===== src/rtl/ast_pkg.sv =====
package ast_pkg;

  // Bus geometry
  localparam int ADDR_W = 5;
  localparam int DATA_W = 32;

  // Register byte offsets
  localparam logic [4:0] OFS_CTRL_ONE = 5'h00;
  localparam logic [4:0] OFS_CTRL_TWO = 5'h04;
  localparam logic [4:0] OFS_STATUS = 5'h08;
  localparam logic [4:0] OFS_DATA = 5'h0c;

  // Reset values
  localparam logic [7:0] CTRL_ONE_RESET = 8'h00;
  localparam logic [7:0] STATUS_RESET = 8'h0c;

  // Baud select codes and divisors (receiver clock = clk / divisor)
  localparam logic [2:0] BAUD_TIMER = 3'h6;
  localparam logic [8:0] DIV_SEL0 = 9'h00d;
  localparam logic [8:0] DIV_SEL1 = 9'h01a;
  localparam logic [8:0] DIV_SEL2 = 9'h034;
  localparam logic [8:0] DIV_SEL3 = 9'h068;
  localparam logic [8:0] DIV_SEL4 = 9'h0d0;
  localparam logic [8:0] DIV_SEL5 = 9'h1a0;
  localparam logic [8:0] DIV_SEL7 = 9'h060;

  // Sample ticks within one bit (sixteen per bit)
  localparam logic [3:0] RT_LAST = 4'hf;
  localparam logic [3:0] RT_SAMPLE_FIRST = 4'h7;
  localparam logic [3:0] RT_SAMPLE_LAST = 4'h9;

  // Frame shape
  localparam logic [2:0] DATA_LAST_IDX = 3'h7;
  localparam logic [3:0] FRAME_BASE_BITS = 4'ha;

  // Control register one layout
  typedef struct packed {
    logic tx_enable_bit;
    logic rx_enable_bit;
    logic tx_stop_length;
    logic parity_even_bit;
    logic parity_enable_bit;
    logic [2:0] baud_select;
  } ast_ctrl_s;

  // Status register layout
  typedef struct packed {
    logic parity_error_flag;
    logic framing_error_flag;
    logic overrun_flag;
    logic rx_buffer_full_flag;
    logic tx_done_flag;
    logic tx_buffer_empty_flag;
    logic [1:0] spare;
  } ast_status_s;

  typedef enum logic [2:0] {
    RX_IDLE = 3'h0,
    RX_START = 3'h1,
    RX_DATA = 3'h2,
    RX_PARITY = 3'h3,
    RX_STOP_ONE = 3'h4,
    RX_STOP_TWO = 3'h5
  } ast_rx_state_e;

endpackage


===== src/rtl/ast_pin_sync.sv =====
`timescale 1ns/1ps
`default_nettype none
module ast_pin_sync (
  input wire logic clk,
  input wire logic reset_n,
  input wire logic pin,
  output logic level
);
  logic stage_one;
  logic stage_two;
  logic stage_three;

  // Three-stage chain; line idles high
  always_ff @(posedge clk or negedge reset_n) begin
    if (!reset_n) begin
      stage_one <= 1'b1;
      stage_two <= 1'b1;
      stage_three <= 1'b1;
    end else begin
      stage_one <= pin;
      stage_two <= stage_one;
      stage_three <= stage_two;
    end
  end

  // Accept a new level once the last two stages agree
  always_ff @(posedge clk or negedge reset_n) begin
    if (!reset_n) begin
      level <= 1'b1;
    end else if (stage_two == stage_three) begin
      level <= stage_three;
    end
  end
endmodule
`default_nettype wire


===== src/rtl/ast_uart.sv =====
`timescale 1ns/1ps
`default_nettype none
// Contract
// (RULE1) Software enables transmit, reads status, sees buffer empty, then writes data
// (RULE2) Data write clears buffer-empty, loads shift register, shifts out on pin
// (RULE3) Frame: low start, data, optional parity, one or two high stops
// (RULE4) Transmit start sets buffer-empty and raises the shared interrupt
// (RULE5) Transmit pin held high when disabled or nothing written yet; a frame already started still runs to its end after disable
// (RULE6) Data write without prior status read leaves flag set, no transmit
// (RULE7) After stop bits, data only goes to buffer, full flag set, interrupt
// (RULE8) New character while buffer full sets overrun, new data discarded
// (RULE9) Receive disable takes effect only when the current character ends
// (RULE10) Received parity mismatch sets parity error flag
// (RULE11) Stop bit sampled low sets framing error flag
// (RULE12) Status read then buffer read clears the four receive flags
// (RULE13) While overrun is set no further characters are accepted
// (RULE14) Overrun set after the status read survives the buffer read
// (RULE15) Transmit end set when sent and buffer empty, cleared on new start
// (RULE16) Parity enable and odd/even type shared by both directions
// (RULE17) Baud select sets the rate for both directions
// (RULE18) Receiver clock is clk over 13..416, timer tick, or over 96
// (RULE19) Bit rate is receiver clock over sixteen
// (RULE20) Bits sampled at ticks seven, eight, nine with majority vote
// (RULE21) Least significant bit first, line high between frames
module ast_uart (
  input wire logic clk,
  input wire logic reset_n,
  input wire logic [ast_pkg::ADDR_W-1:0] address,
  input wire logic read,
  input wire logic write,
  input wire logic [ast_pkg::DATA_W-1:0] writedata,
  input wire logic [3:0] byteenable,
  output logic [ast_pkg::DATA_W-1:0] readdata,
  output logic waitrequest,
  input wire logic timer_tick,
  input wire logic serial_in_pin,
  output logic serial_out_pin,
  output logic serial_txrx_irq
);
  import ast_pkg::*;

  ast_ctrl_s ctrl;
  ast_status_s status_view;
  ast_rx_state_e rx_state;
  logic rx_stop_length;
  logic tx_buffer_empty_flag, tx_done_flag, rx_buffer_full_flag;
  logic parity_error_flag, framing_error_flag, overrun_flag;
  logic [7:0] rx_data_buffer, tx_hold, rx_shift;
  logic req, bus_take, wr_ctrl_one, wr_ctrl_two, wr_data, rd_status, rd_data;
  logic [31:0] rd_mux;
  logic tx_armed, rx_armed, ovr_seen, tx_wr_ok, rx_clear;
  logic [8:0] div_max, baud_cnt;
  logic rt_tick;
  logic tx_busy, tx_pending, tx_load, tx_bit_end, tx_last, tx_par;
  logic [11:0] tx_frame;
  logic [3:0] tx_left, tx_rt, rx_rt;
  logic rx_pin, rx_par, rx_stop_bad, bit_val, rx_bit_end, rx_done, rx_load;
  logic stop_bad_now, par_bad;
  logic [1:0] rx_ones;
  logic [2:0] rx_idx;

  ast_pin_sync u_rx_sync (
    .clk(clk),
    .reset_n(reset_n),
    .pin(serial_in_pin),
    .level(rx_pin)
  );
  // Bus decode; an access completes at the edge where waitrequest is low
  assign req = read | write;
  assign bus_take = req & ~waitrequest;
  assign wr_ctrl_one = bus_take & write & byteenable[0] & (address == OFS_CTRL_ONE);
  assign wr_ctrl_two = bus_take & write & byteenable[0] & (address == OFS_CTRL_TWO);
  assign wr_data = bus_take & write & byteenable[0] & (address == OFS_DATA);
  assign rd_status = bus_take & read & (address == OFS_STATUS);
  assign rd_data = bus_take & read & (address == OFS_DATA);
  // Status word as software sees it
  always_comb begin
    status_view = '0;
    status_view.parity_error_flag = parity_error_flag;
    status_view.framing_error_flag = framing_error_flag;
    status_view.overrun_flag = overrun_flag;
    status_view.rx_buffer_full_flag = rx_buffer_full_flag;
    status_view.tx_done_flag = tx_done_flag;
    status_view.tx_buffer_empty_flag = tx_buffer_empty_flag;
  end
  // Read mux; unmapped addresses read zero
  always_comb begin
    rd_mux = 32'h0000_0000;
    unique case (address)
      OFS_CTRL_ONE: rd_mux = {24'h00_0000, ctrl};
      OFS_CTRL_TWO: rd_mux = {31'h0000_0000, rx_stop_length};
      OFS_STATUS: rd_mux = {24'h00_0000, status_view};
      OFS_DATA: rd_mux = {24'h00_0000, rx_data_buffer};
      default: rd_mux = 32'h0000_0000;
    endcase
  end
  // One wait cycle per access
  always_ff @(posedge clk or negedge reset_n) begin
    if (!reset_n) begin
      waitrequest <= 1'b1;
    end else if (bus_take) begin
      waitrequest <= 1'b1;
    end else if (req) begin
      waitrequest <= 1'b0;
    end
  end
  // Read data captured during the wait cycle, held through the answer edge
  always_ff @(posedge clk or negedge reset_n) begin
    if (!reset_n) begin
      readdata <= 32'h0000_0000;
    end else if (req && waitrequest) begin
      readdata <= read ? rd_mux : 32'h0000_0000;
    end
  end
  // Control registers
  always_ff @(posedge clk or negedge reset_n) begin
    if (!reset_n) begin
      ctrl <= CTRL_ONE_RESET;
      rx_stop_length <= 1'b0;
    end else begin
      if (wr_ctrl_one) begin
        ctrl <= writedata[7:0];
      end
      if (wr_ctrl_two) begin
        rx_stop_length <= writedata[0];
      end
    end
  end
  // Status-read arming for the two clear sequences
  always_ff @(posedge clk or negedge reset_n) begin
    if (!reset_n) begin
      tx_armed <= 1'b0;
      rx_armed <= 1'b0;
      ovr_seen <= 1'b0;
    end else begin
      if (rd_status) begin
        tx_armed <= 1'b1;
        rx_armed <= 1'b1;
        ovr_seen <= overrun_flag; // RULE14
      end else begin
        if (wr_data) begin
          tx_armed <= 1'b0;
        end
        if (rd_data) begin
          rx_armed <= 1'b0;
          ovr_seen <= 1'b0;
        end
      end
    end
  end

  assign tx_wr_ok = wr_data & tx_armed & tx_buffer_empty_flag & ctrl.tx_enable_bit; // RULE1 RULE6
  assign rx_clear = rd_data & rx_armed; // RULE12
  // Receiver clock select
  always_comb begin
    unique case (ctrl.baud_select) // RULE18
      3'h0: div_max = DIV_SEL0;
      3'h1: div_max = DIV_SEL1;
      3'h2: div_max = DIV_SEL2;
      3'h3: div_max = DIV_SEL3;
      3'h4: div_max = DIV_SEL4;
      3'h5: div_max = DIV_SEL5;
      3'h6: div_max = DIV_SEL7;
      3'h7: div_max = DIV_SEL7;
    endcase
  end
  // Sample tick generator shared by both directions
  always_ff @(posedge clk or negedge reset_n) begin
    if (!reset_n) begin
      baud_cnt <= 9'h000;
    end else if (baud_cnt >= div_max - 9'h001) begin
      baud_cnt <= 9'h000;
    end else begin
      baud_cnt <= baud_cnt + 9'h001;
    end
  end

  assign rt_tick = (ctrl.baud_select == BAUD_TIMER) ? timer_tick : // RULE17 RULE18
                   (baud_cnt == div_max - 9'h001);

  // Transmit control terms
  assign tx_load = ~tx_busy & tx_pending & ctrl.tx_enable_bit;
  assign tx_bit_end = tx_busy & rt_tick & (tx_rt == RT_LAST); // RULE19
  assign tx_last = tx_bit_end & (tx_left == 4'h1);
  assign tx_par = (^tx_hold) ^ ~ctrl.parity_even_bit; // RULE16
  // Transmit buffer and its flags
  always_ff @(posedge clk or negedge reset_n) begin
    if (!reset_n) begin
      tx_hold <= 8'h00;
      tx_pending <= 1'b0;
      tx_buffer_empty_flag <= STATUS_RESET[2];
      tx_done_flag <= STATUS_RESET[3];
    end else begin
      if (tx_wr_ok) begin
        tx_hold <= writedata[7:0];
        tx_pending <= 1'b1;
        tx_buffer_empty_flag <= 1'b0; // RULE2
      end
      if (tx_load) begin
        tx_pending <= 1'b0;
        tx_buffer_empty_flag <= 1'b1; // RULE4
        tx_done_flag <= 1'b0; // RULE15
      end else if (tx_last && !tx_pending) begin
        tx_done_flag <= 1'b1; // RULE15
      end
    end
  end
  // Transmit shifter; pin idles high and finishes a frame even if disabled
  always_ff @(posedge clk or negedge reset_n) begin
    if (!reset_n) begin
      tx_busy <= 1'b0;
      tx_frame <= 12'hfff;
      tx_left <= 4'h0;
      tx_rt <= 4'h0;
      serial_out_pin <= 1'b1; // RULE5
    end else if (tx_load) begin
      tx_busy <= 1'b1;
      tx_frame <= {2'b11, ctrl.parity_enable_bit ? tx_par : 1'b1, tx_hold, 1'b0}; // RULE3
      tx_left <= FRAME_BASE_BITS + {3'h0, ctrl.parity_enable_bit} +
                 {3'h0, ctrl.tx_stop_length}; // RULE3
      tx_rt <= 4'h0;
      serial_out_pin <= 1'b0;
    end else if (tx_busy && rt_tick) begin
      tx_rt <= tx_rt + 4'h1;
      if (tx_bit_end) begin
        tx_frame <= {1'b1, tx_frame[11:1]}; // RULE21
        tx_left <= tx_left - 4'h1;
        serial_out_pin <= tx_last ? 1'b1 : tx_frame[1];
        if (tx_last) begin
          tx_busy <= 1'b0;
        end
      end
    end
  end
  // Receive terms: majority of the three mid-bit samples
  assign bit_val = rx_ones[1]; // RULE20
  assign rx_bit_end = (rx_state != RX_IDLE) & rt_tick & (rx_rt == RT_LAST);
  assign rx_done = rx_bit_end & (((rx_state == RX_STOP_ONE) & ~rx_stop_length) |
                                 (rx_state == RX_STOP_TWO));
  assign stop_bad_now = rx_stop_bad | ~bit_val; // RULE11
  assign par_bad = ctrl.parity_enable_bit & ((^{rx_shift, rx_par}) ^ ~ctrl.parity_even_bit); // RULE10
  assign rx_load = rx_done & (~rx_buffer_full_flag | rx_clear);
  // Receive sequencer; enable and overrun only gate a new start
  always_ff @(posedge clk or negedge reset_n) begin
    if (!reset_n) begin
      rx_state <= RX_IDLE;
      rx_rt <= 4'h0;
      rx_ones <= 2'h0;
      rx_idx <= 3'h0;
      rx_shift <= 8'h00;
      rx_par <= 1'b0;
      rx_stop_bad <= 1'b0;
    end else if (rx_state == RX_IDLE) begin
      if (rt_tick && !rx_pin && ctrl.rx_enable_bit && !overrun_flag) begin // RULE9 RULE13
        rx_state <= RX_START;
        rx_rt <= 4'h1; // Detection tick is tick zero, so the next one is one
        rx_ones <= 2'h0;
      end
    end else if (rt_tick) begin
      rx_rt <= rx_rt + 4'h1;
      if (rx_rt >= RT_SAMPLE_FIRST && rx_rt <= RT_SAMPLE_LAST && rx_pin) begin
        rx_ones <= rx_ones + 2'h1; // RULE20
      end
      if (rx_rt == RT_LAST) begin
        rx_ones <= 2'h0;
        unique case (rx_state)
          RX_START: begin
            rx_state <= bit_val ? RX_IDLE : RX_DATA;
            rx_idx <= 3'h0;
            rx_stop_bad <= 1'b0;
          end
          RX_DATA: begin
            rx_shift <= {bit_val, rx_shift[7:1]}; // RULE21
            rx_idx <= rx_idx + 3'h1;
            if (rx_idx == DATA_LAST_IDX) begin
              rx_state <= ctrl.parity_enable_bit ? RX_PARITY : RX_STOP_ONE; // RULE16
            end
          end
          RX_PARITY: begin
            rx_par <= bit_val;
            rx_state <= RX_STOP_ONE;
          end
          RX_STOP_ONE: begin
            rx_stop_bad <= ~bit_val;
            rx_state <= rx_stop_length ? RX_STOP_TWO : RX_IDLE;
          end
          RX_STOP_TWO: rx_state <= RX_IDLE;
          default: rx_state <= RX_IDLE;
        endcase
      end
    end
  end
  // Receive buffer and flags; a new event wins over a same-cycle clear
  always_ff @(posedge clk or negedge reset_n) begin
    if (!reset_n) begin
      rx_data_buffer <= 8'h00;
      rx_buffer_full_flag <= 1'b0;
      parity_error_flag <= 1'b0;
      framing_error_flag <= 1'b0;
      overrun_flag <= 1'b0;
    end else begin
      if (rx_clear) begin
        rx_buffer_full_flag <= 1'b0; // RULE12
        parity_error_flag <= 1'b0;
        framing_error_flag <= 1'b0;
        if (ovr_seen) begin
          overrun_flag <= 1'b0; // RULE14
        end
      end
      if (rx_load) begin
        rx_data_buffer <= rx_shift; // RULE7
        rx_buffer_full_flag <= 1'b1;
        parity_error_flag <= par_bad; // RULE10
        framing_error_flag <= stop_bad_now; // RULE11
      end else if (rx_done) begin
        overrun_flag <= 1'b1; // RULE8
      end
    end
  end
  // Shared interrupt pulse
  always_ff @(posedge clk or negedge reset_n) begin
    if (!reset_n) begin
      serial_txrx_irq <= 1'b0;
    end else begin
      serial_txrx_irq <= tx_load | rx_load; // RULE4 RULE7
    end
  end
endmodule
`default_nettype wire


===== config.mk =====
export PLATFORM = sky130hd
export DESIGN_NAME = ast_uart
export DESIGN_NICKNAME = d
export VERILOG_FILES = /design/src/rtl/ast_pkg.sv /design/src/rtl/ast_pin_sync.sv /design/src/rtl/ast_uart.sv
export SDC_FILE = /design/constraint.sdc
export NUM_CORES = 1
export LEC_CHECK = 0
export ABC_CLOCK_PERIOD_IN_PS = 3700
export BUFFER_PORTS_ARGS = -buffer_cell sky130_fd_sc_hd__buf_4
export CORE_MARGIN = 2
export CORE_UTILIZATION = 57
export DETAILED_ROUTE_END_ITERATION = 10
export PLACE_DENSITY = 0.86
export SYNTH_ARGS = -nofsm -noshare
export SYNTH_HDL_FRONTEND = slang
export SYNTH_HIERARCHICAL = 1
export SYNTH_SLANG_ARGS = --single-unit

===== constraint.sdc =====
create_clock -name clk -period 3.7 [get_ports clk]
set_clock_uncertainty 0.1 [all_clocks]
set_input_delay 0.185 -clock clk [delete_from_list [all_inputs] [get_ports clk]]
set_output_delay 0.185 -clock clk [all_outputs]
set_load 0.1 [all_outputs]

# After elaboration in Yosys (flattened, before gate mapping)

Memories as Yosys holds them, arrays and structs flattened.
Index checks and enable logic that the tools add are counted.
W data, S select, Z words.

$add $sub $neg: 9
Order comparisons: 3
Equality and inequality tests: 17
Muxes and demuxes: 61
Bitwise gates (word level): 38
Reductions and logical operators: 39

Operators with widths:

| operator              | number |
|---|---|
| $mux W12              | 3 |
| $mux W32              | 1 |
| $mux W4               | 8 |
| $pmux W8 S4           | 1 |
| $mux W1               | 31 |
| $reduce_bool A2 Y1    | 13 |
| $and A1 B1 Y1         | 24 |
| $mux W3               | 7 |
| $reduce_and A4 Y1     | 5 |
| $eq A3 B3 Y1 const B  | 4 |
| $mux W2               | 6 |
| $pmux W3 S4           | 1 |
| $eq A5 B4 Y1 const B  | 2 |
| $add A9 B1 Y9 const B | 1 |
| $eq A9 B9 Y1          | 1 |
| $ge A9 B9 Y1          | 1 |
| $mux W9               | 1 |
| $reduce_xor A9 Y1     | 1 |
| $sub A9 B1 Y9 const B | 1 |
| $add A4 B1 Y4 const B | 2 |
| $eq A4 B4 Y1 const B  | 2 |
| $logic_and A1 B1 Y1   | 8 |
| $reduce_xor A8 Y1     | 1 |
| $not A1 Y1            | 7 |
| other kinds (24)      | 35 |

Register bits after elaboration: 126
ROM bits: 72
Input port bits: 47
Output and inout port bits: 35
Logic and storage cells: 207
Memories kept: 1

Memory list:

| memory          | depth | bits a word | rd ports | clocked after Yosys merged registers in | wr ports | line            | source |
|---|---|---|---|---|---|---|---|
| (no name shown) | 8     | 9           | 1        | 0                                       | 0        | ast_uart.sv:156 | `unique case (ctrl.baud_select)` |

# Logic depth before layout (Yosys ltp)

Gate-level depths: netlist of run 1.
An unclocked memory read counts as a cell.

Word-level depth: 11
Depth in mapped cells: 14
Gate-level depth less buffers: 11

# By module

Netlist of run 1, hierarchy kept.

Modules (own cells, without submodules):

| module       | instances | cells each | area each (um^2) | seq. area each (um^2) |
|---|---|---|---|---|
| ast_uart     | 1         | 486        | 5216.3           | 2393.5 |
| ast_pin_sync | 1         | 5          | 116.4            | 105.1 |

# Worst setup path after synthesis of run 1

Ideal clock, no wire load.

Path type: register -> register
From: register ctrl[1] (netlist bit)
To: register rx_par
Library setup time: 0.125 ns
Data arrival time: 2.865 ns
Required time: 3.475 ns
Setup slack: 0.610 ns
Stages on the path, launching flop included: 12
Buffers on the path: 1
Clock period less this slack: 3.090 ns
Cells stage by stage: dfrtp_1 -> clkbuf_1 -> inv_1 -> ha_1 -> xnor2_1 -> o21ai_0 -> ha_1 -> nand3_1 -> a2111oi_4 -> o21ai_4 -> or3_1 -> mux2_4

Longest elaborated chain between the ends: 5
Elaborated cells between the ends (all ways): 6
Classes of those cells: 1 x add/sub; 2 x eq/ne; 1 x mux; 1 x reduce/logical; 1 x memory

RTL lines:

| item                          | line            | source |
|---|---|---|
| start: declaration            | ast_uart.sv:42  | `ast_ctrl_s ctrl;` |
| start signal: assignment      | ast_uart.sv:122 | `ctrl <= writedata[7:0];` |
| $mem_v2 Z8 W9                 | --              |  |
| $sub A9 B1 Y9                 | ast_uart.sv:179 | `(baud_cnt == div_max - 9'h001);` |
| $eq A9 B9 Y1                  | ast_uart.sv:179 |  |
| $mux W1 *                     | ast_uart.sv:178 | `assign rt_tick = (ctrl.baud_select == BAUD_TIMER) ? timer_tick :` |
| $reduce_and A4 Y1 (no line) * | --              |  |
| end signal: assignment        | ast_uart.sv:280 | `rx_par <= bit_val;` |
| end: declaration              | ast_uart.sv:57  | `logic rx_pin, rx_par, rx_stop_bad, bit_val, rx_bit_end, rx_done, rx_load;` |

Mark *: on every way between the ends. The rest lies on a longest branch, timed or not.
A chain may end at the register's enable or synchronous reset.

# Worst setup path in the final report of run 1

From: register ctrl[0] (netlist bit)
To: register rx_shift[4]

Longest elaborated chain between the ends: 5
Elaborated cells between the ends (all ways): 6
Classes of those cells: 1 x add/sub; 2 x eq/ne; 1 x mux; 1 x reduce/logical; 1 x memory

RTL lines:

| item                          | line            | source |
|---|---|---|
| $mem_v2 Z8 W9                 | --              |  |
| $sub A9 B1 Y9                 | ast_uart.sv:179 |  |
| $eq A9 B9 Y1                  | ast_uart.sv:179 |  |
| $mux W1 *                     | ast_uart.sv:178 |  |
| $reduce_and A4 Y1 (no line) * | --              |  |
| end signal: assignment        | ast_uart.sv:273 | `rx_shift <= {bit_val, rx_shift[7:1]};` |
| end: declaration              | ast_uart.sv:48  | `logic [7:0] rx_data_buffer, tx_hold, rx_shift;` |

Marked as above.

==> results of run 1 <==
through the flow:
stage	hold WS [ps]	util, %	instances
floorplan	-211	-	514
global placement	65.2	60.6	617
detailed placement	69.8	60.6	617
CTS	115	64.0	646
global route	143	64.0	646
finish	137	64.0	646
critical path, delay by kind of cell (launching register included):
| family | cells | cell delay [ps] |
|---|---|---|
| XOR/XNOR | 1 | 140 |
| multiplexers | 1 | 390 |
| AND/OR/NAND/NOR | 3 | 750 |
| buffers and inverters | 1 | 150 |
| adder cells (fa/ha/maj) | 2 | 650 |
| flip-flops | 1 | 500 |
| AO/OA/AOI/OAI | 2 | 540 |
what timing repair did:
item                                   in CTS  in global routing
gates resized for setup                     0                  0
hold buffers                               13                  0
endpoints found under the hold margin      53                  0
final cells by class:
type	instances	area [µm²]	area share (%)
clock inverters	6	46.3	0.790
multi-input cells	348	2550	43.5
well taps	111	139	2.37
inverters	22	82.6	1.41
clock buffers	10	138	2.35
repair buffers	50	408	6.96
flip-flops and latches	99	2500	42.6
cell families after synthesis:
kind of cell | synth area share [%]
multiplexers | 9.34
AO/OA/AOI/OAI | 15.0
other | 0.0703
adder cells (fa/ha/maj) | 5.84
XOR/XNOR | 5.09
buffers and inverters | 6.99
flip-flops | 46.9
AND/OR/NAND/NOR | 10.8
placed cells by master, fill, tap and decap left out, types with 5 or more instances in the layout:
cell / synthesis / routed
and3_1: 6 / 6
o211ai_1: 5 / 5
nand2b_1: 8 / 8
nor3_1: 7 / 7
xnor2_1: 21 / 21
nand4_1: 9 / 9
dlygate4sd3_1: 0 / 13
xor2_1: 10 / 10
a22o_1: 18 / 18
a211oi_1: 13 / 13
nand2_1: 32 / 32
inv_1: 22 / 22
a21oi_1: 10 / 10
and2_1: 8 / 8
dfrtp_1: 82 / 82
clkbuf_8: 0 / 10
mux2_2: 34 / 34
conb_1: 1 / 24
o21ai_0: 29 / 29
a21o_1: 9 / 9
buf_4: 27 / 37
nand3_1: 11 / 11
nor2_1: 20 / 20
ha_1: 24 / 24
dfstp_2: 17 / 17
mux2i_1: 10 / 10
power groups by stage:
| stage | sequential [mW] | clock, mW | combinational, mW |
|---|---|---|---|
| global placement | 1.41 | 0 | 0.730 |
| finish | 1.40 | 0.657 | 0.789 |
| global route | 1.42 | 0.717 | 0.878 |
| CTS | 1.40 | 0.672 | 0.784 |
| floorplan | 1.42 | 0 | 0.583 |
| detailed placement | 1.42 | 0 | 0.771 |
routing by layer:
layer,GRT usage [%],vias to the layer above
li1,-,1775
met1,30.0,1890
met2,36.1,105
met3,3.61,15
met4,7.48,0
met5,0,-
final timing paths:
check / cells after the start / slack [ps] / end
setup / recovery: 10 / 380 / rx_shift[4]
setup reg to reg: 10 / 380 / rx_shift[4]
min in group asynchronous: 2 / 200 / tx_hold[3]
hold reg to reg: 0 / 260 / u_rx_sync/stage_two
hold / removal: 3 / 140 / tx_armed
max in group asynchronous: 3 / 2500 / rx_buffer_full_flag
registers in the layout (all words and copies together) (netlist names), 2 cells and up:
| signal | flops |
|---|---|
| baud_cnt | 9 |
| tx_rt | 4 |
| rx_ones | 2 |
| tx_hold | 8 |
| rx_idx | 3 |
| tx_frame | 9 |
| rx_state | 3 |
| readdata | 8 |
| rx_shift | 8 |
| ctrl | 8 |
| tx_left | 4 |
| rx_data_buffer | 8 |
| rx_rt | 4 |
==> results.md, run 1 <==
- Status: completed
- Reg2Reg Launch Point: ctrl[0]
- DR DRC count: 0
- Die W: around 100 µm
- Number of buffers added on ports: 30
- Ranking of synthesized cells by area: dfrtp_1 38%, dfstp_2 8.4%, mux2_2 7.2%
- CP Class: reg2reg
- Worst slew pin tran: between 800 and 900 ps
- Max Used Layer: met4
- Worst-case vdd ir drop: around 0.28 mV
- Vias per Instance: roughly 5.9
- CP cell instances: inv_1 > ha_1 > xnor2_1 > o21ai_0 > ha_1 > nand3_1 > a2111o_1 > nand2_1 > nand3_1 > mux2_2
- Combinational power share: ~28%
- First-pass GRT wire length: ~18000 µm
- Slowest cell on crit path: dfrtp_1
- IO Pins: 82
- Initial DRC count: 134
- Pint: about 1.8 mW
- TritonCTS buffer count: 9
- Vias: roughly 3800
- WL final: 10500 µm
- Net count, final: 601
- Setup TNS Final: 0 ps
- Final ANT Viol Nets: 0
- Clock power frac: between 20 and 25%
- Cells after synthesis: 491
- GPL Wtd Cong: 0.815
- Max Root-Sink Buffers: 2
- Switching part of the total: between 30% and 40%
- Yosys reg bits: 99
- Critical path startpoint category: register
- Total Power: between 2 and 3 mW
- Fin. Hold Viols: 0
- Fillers: 683
- Slew Limit Fails: 0
- Drt wl/cell: ~16 µm
- Clock slew at reported path FFs: roughly 100 ps
- Register area share after synthesis: between 40% and 50%
- Fin crit period: 3320 ps
- Number of diodes: 0
- Wire length on met1: 4890 µm
- Share of layout cells above drive strength 1: 21.7%
- Top cell type's share of synthesized area: a little under 40%
- Die Y: approximately 100 µm
- Largest net degree at the start of global routing: 39
- Worst min-delay path class: in2reg
- Number of max-cap violations: 0
- PD cells: slightly below 500 nW/µm²
- Final WS setup: around 380 ps
- Die area: between 10000 and 15000 µm²
- P_leak: ~2.8 nW
- Post-DP Area: ~5500 µm²
- Starting density of the core: roughly three fifths
- Ys flop type: dfrtp_1
- # setup viols final: 0
- CP required: 3860 ps
- Ys Warns: 6
- Crit path largest cell delay: roughly 500 ps
- H-tree levels: 3
- Fmax: between 0.3 and 0.4 GHz
- Top cell type by total area after synthesis: dfrtp_1
- Design Area, Final: 5860 µm²
- Top-count cell post-synth: dfrtp_1
- Clk sinks: between 90 and 100
- Worst-path fanout max: 8
- Post-synth EDFFs: 0
- Sw Pwr: roughly 1.1 mW
- Area Growth Syn to Fin: 9.88%
- Core area: 9150 µm²
- Asr flop ratio synth: 100%
- CP startpoint: ctrl[0]
- WL met2: a little over 5000 µm
- Slew margin rel.: 44.0%
- Arr. time, crit path: between 3000 and 4000 ps
- Row count: 35
- Post-DP HPWL: between 7000 and 8000 µm
- Unique masters post-synth: 56
- Total gr overflow: 0
- Min-delay src: address[3]
- Syn_area_per_cell: between 10 and 15 µm²
- GRT Util Overall: 22.0%
- Area of the mapped netlist: 5330 µm²
- RSZ-0062 raised after global routing: false
- Initial antenna violation count: 0
- DP Worst Slack: around 410 ps
- Reg power frac: a little under 50%
- Vias in the first global route: roughly 3700
- Root buf cell: clkbuf_8
- Top cells by count, synth: 82 x dfrtp_1, 34 x mux2_2, 32 x nand2_1
- Tcrit/Tclk final: between 80% and 90%
- CTS tree: built
- Worst setup EP type: register
- Drt first pass iters: 4
- Clock latency at the later pin of the worst-skew pair: around 370 ps
- Setup Buffers After CTS: 0
- Metal3 WL: between 400 and 500 µm
(Power assumes the default switching activity.)
==> run 2: changes to the inputs <==
ABC_CLOCK_PERIOD_IN_PS = 3100   (was 3700)
CORE_MARGIN = 1.5   (was 2)
HOLD_SLACK_MARGIN = 0.02   (was not set)
clock period = 3.1 ns   (was 3.7 ns; I/O delays follow)
==> run 2 against run 1 <==
- via count grew 1.0%
- non-clock buffer count grew 5
- hold slack lost 49 ps
- clock power grew 29%
- first-iteration DRC count grew 22%
- global-route usage grew 0.96 points
- utilization grew 0.97 points
- die area shrank 2.0%
- design area grew 1.5%
- largest power group unchanged
- critical endpoint is now rx_data_buffer[0]
- fmax grew 13%
- largest cell class unchanged
==> results.md, run 2 (synthesis results as in run 1) <==
- Status: completed
- Root buf cell: clkbuf_8
- Initial DRC count: 163 (+22%)
- # setup viols final: 0 (unchanged)
- H-tree levels: 3 (unchanged)
- Worst-case vdd ir drop: 0.286 mV (+3.0%)
- Commonest non-fill, non-tap cell in the layout: dfrtp_1
- Clk sinks: 99 (unchanged)
- RSZ-0062 raised after global routing: false
- Most frequent cells in the layout: 82 x dfrtp_1, 41 x buf_4, 34 x mux2_2
- Starting density of the core: 58.3% (unchanged)
- CP required: 3250 ps (-610 ps)
- P_leak: 2.84 nW (+1.5%)
- Initial antenna violation count: 0 (unchanged)
- Die area: 9950 µm² (-2.0%)
- Min-delay src: address[3]
- Slew Limit Fails: 0 (unchanged)
- GRT Util Overall: 23.0% (+0.96 points)
- Largest net degree at the start of global routing: 59 (+51%)
- Largest regs: baud_cnt x9, tx_frame x9
- Worst min-delay path class: in2reg
- Number of buffers added on ports: 30 (unchanged)
- Vias: 3824 (+1.0%)
- CTS tree: built
- Arr. time, crit path: 3100 ps (-380 ps)
- Setup TNS Final: 0 ps (unchanged)
- GPL Wtd Cong: 0.828 (+1.5%)
- Vias per Instance: 5.87 (+0.25%)
- CP Class: reg2reg
- Clock slew at reported path FFs: 90 ps (about the same)
- Worst setup EP type: register
- Area Growth Syn to Fin: 11.5%
- Fin. Hold Viols: 0 (unchanged)
- Worst-path fanout max: 11 (+3)
- Total gr overflow: 0 (unchanged)
- Share of layout cells above drive strength 1: 23.3% (+1.7 points)
- First-pass GRT wire length: 18000 µm (+1.7%)
- Tcrit/Tclk final: 95.1% (+5.3 points)
- Net count, final: 606 (+0.83%)
- Fmax: 0.339 GHz (+13%)
- Number of max-cap violations: 0 (unchanged)
- Drt wl/cell: 16.6 µm (+2.2%)
- DR DRC count: 0 (unchanged)
- Critical path startpoint category: register
- Final hold slack: 88.1 ps (-49.1 ps)
- Die W: 99.7 µm (-0.99%)
- CP startpoint: ctrl[1]
- Row count: 35 (unchanged)
- Vias in the first global route: 3723 (+0.57%)
- Worst slew pin tran: 860 ps (+28.6 ps)
- Post-DP HPWL: 7390 µm (-1.9%)
- Fin crit period: 2950 ps (-374 ps)
- Max Root-Sink Buffers: 2 (unchanged)
- Die Y: 99.7 µm (-0.99%)
- IO Pins: 82 (unchanged)
- Clock latency at the later pin of the worst-skew pair: 370 ps (about the same)
- Slew margin rel.: 42.0% (-1.9 points)
- Drt first pass iters: 5 (+1)
- TritonCTS buffer count: 9 (unchanged)
- Core area: 9150 µm² (unchanged)
- PD cells: 589 nW/µm² (+21%)
- Final ANT Viol Nets: 0 (unchanged)
- WL final: 10800 µm (+3.0%)
- Reg2Reg Launch Point: ctrl[1]
- Number of diodes: 0 (unchanged)
run 2: cell types whose count changed in the layout (fill, tap and decap cells not counted), moves of 2 or more:
cell | before | now
inv_6 | 2 | 0
buf_4 | 37 | 41
nand3_2 | 0 | 2
nand3_1 | 11 | 9
run 2: final timing paths:
check,to,slack [ps],cells past startpoint
max,rx_data_buffer[0],150,11
min,tx_armed,90,4
max reg2reg,rx_data_buffer[0],150,11
min reg2reg,u_rx_sync/stage_two,260,0
max in group asynchronous,u_rx_sync/stage_one,1790,3
min in group asynchronous,tx_hold[4],270,2
run 2: layout make-up:
class | count | area [µm²]
sequential | 99 | 2500
timing repair buffer | 55 | 449
clock buffer | 10 | 138
fill | 679 | 3200
inverter | 22 | 82.6
clock inverter | 6 | 65.1
multi-input combinational | 348 | 2580
tap | 111 | 139
run 2: per-stage QoR:
| step | worst slack [ps] | area [µm²] | utilization [%] | power (mW) | std cells |
|---|---|---|---|---|---|
| 4_1_cts | 62.1 | 5910 | 64.5 | 3.48 | 649 |
| 2_1_floorplan | 10.3 | 5420 | - | 2.39 | 514 |
| 3_3_place_gp | 116 | 5560 | 60.8 | 2.55 | 619 |
| 3_5_place_dp | 18.2 | 5560 | 60.8 | 2.61 | 619 |
| 6_report | 153 | 5950 | 65.0 | 3.50 | 651 |
| 5_1_grt | 9.41 | 5950 | 65.0 | 3.69 | 651 |
run 2: routing by layer:
layer | GRT usage (%) | share of wire (%) | up-vias
li1 | - | - | 1790
met1 | 29.9 | 44 | 1916
met2 | 38.7 | 50 | 106
met3 | 5.27 | 4.2 | 12
met4 | 6.39 | 1.0 | 0
met5 | 0 | 0 | -
run 2: worst max-delay path: stages (launching register included):
cell	delay [ps]
dfrtp_1	390
inv_1	120
ha_1	270
xnor2_1	170
o21ai_0	110
ha_1	340
nand3_2	110
a2111o_1	430
nand2_1	180
nand4_1	120
buf_4	210
mux2_2	280
run 2: timing repair:
action / in CTS / in global routing
endpoints found under the setup margin: 18 / 32
pin swaps: 0 / 2
endpoints found under the hold margin: 67 / 0
setup buffers: 1 / 2
resized for setup: 3 / 6
hold buffers: 13 / 0
run 2: power by group:
part	internal (mW)	switching (mW)	total, mW
clock network	0.395	0.450	0.845
logic	0.364	0.629	0.993
registers	1.48	0.184	1.66
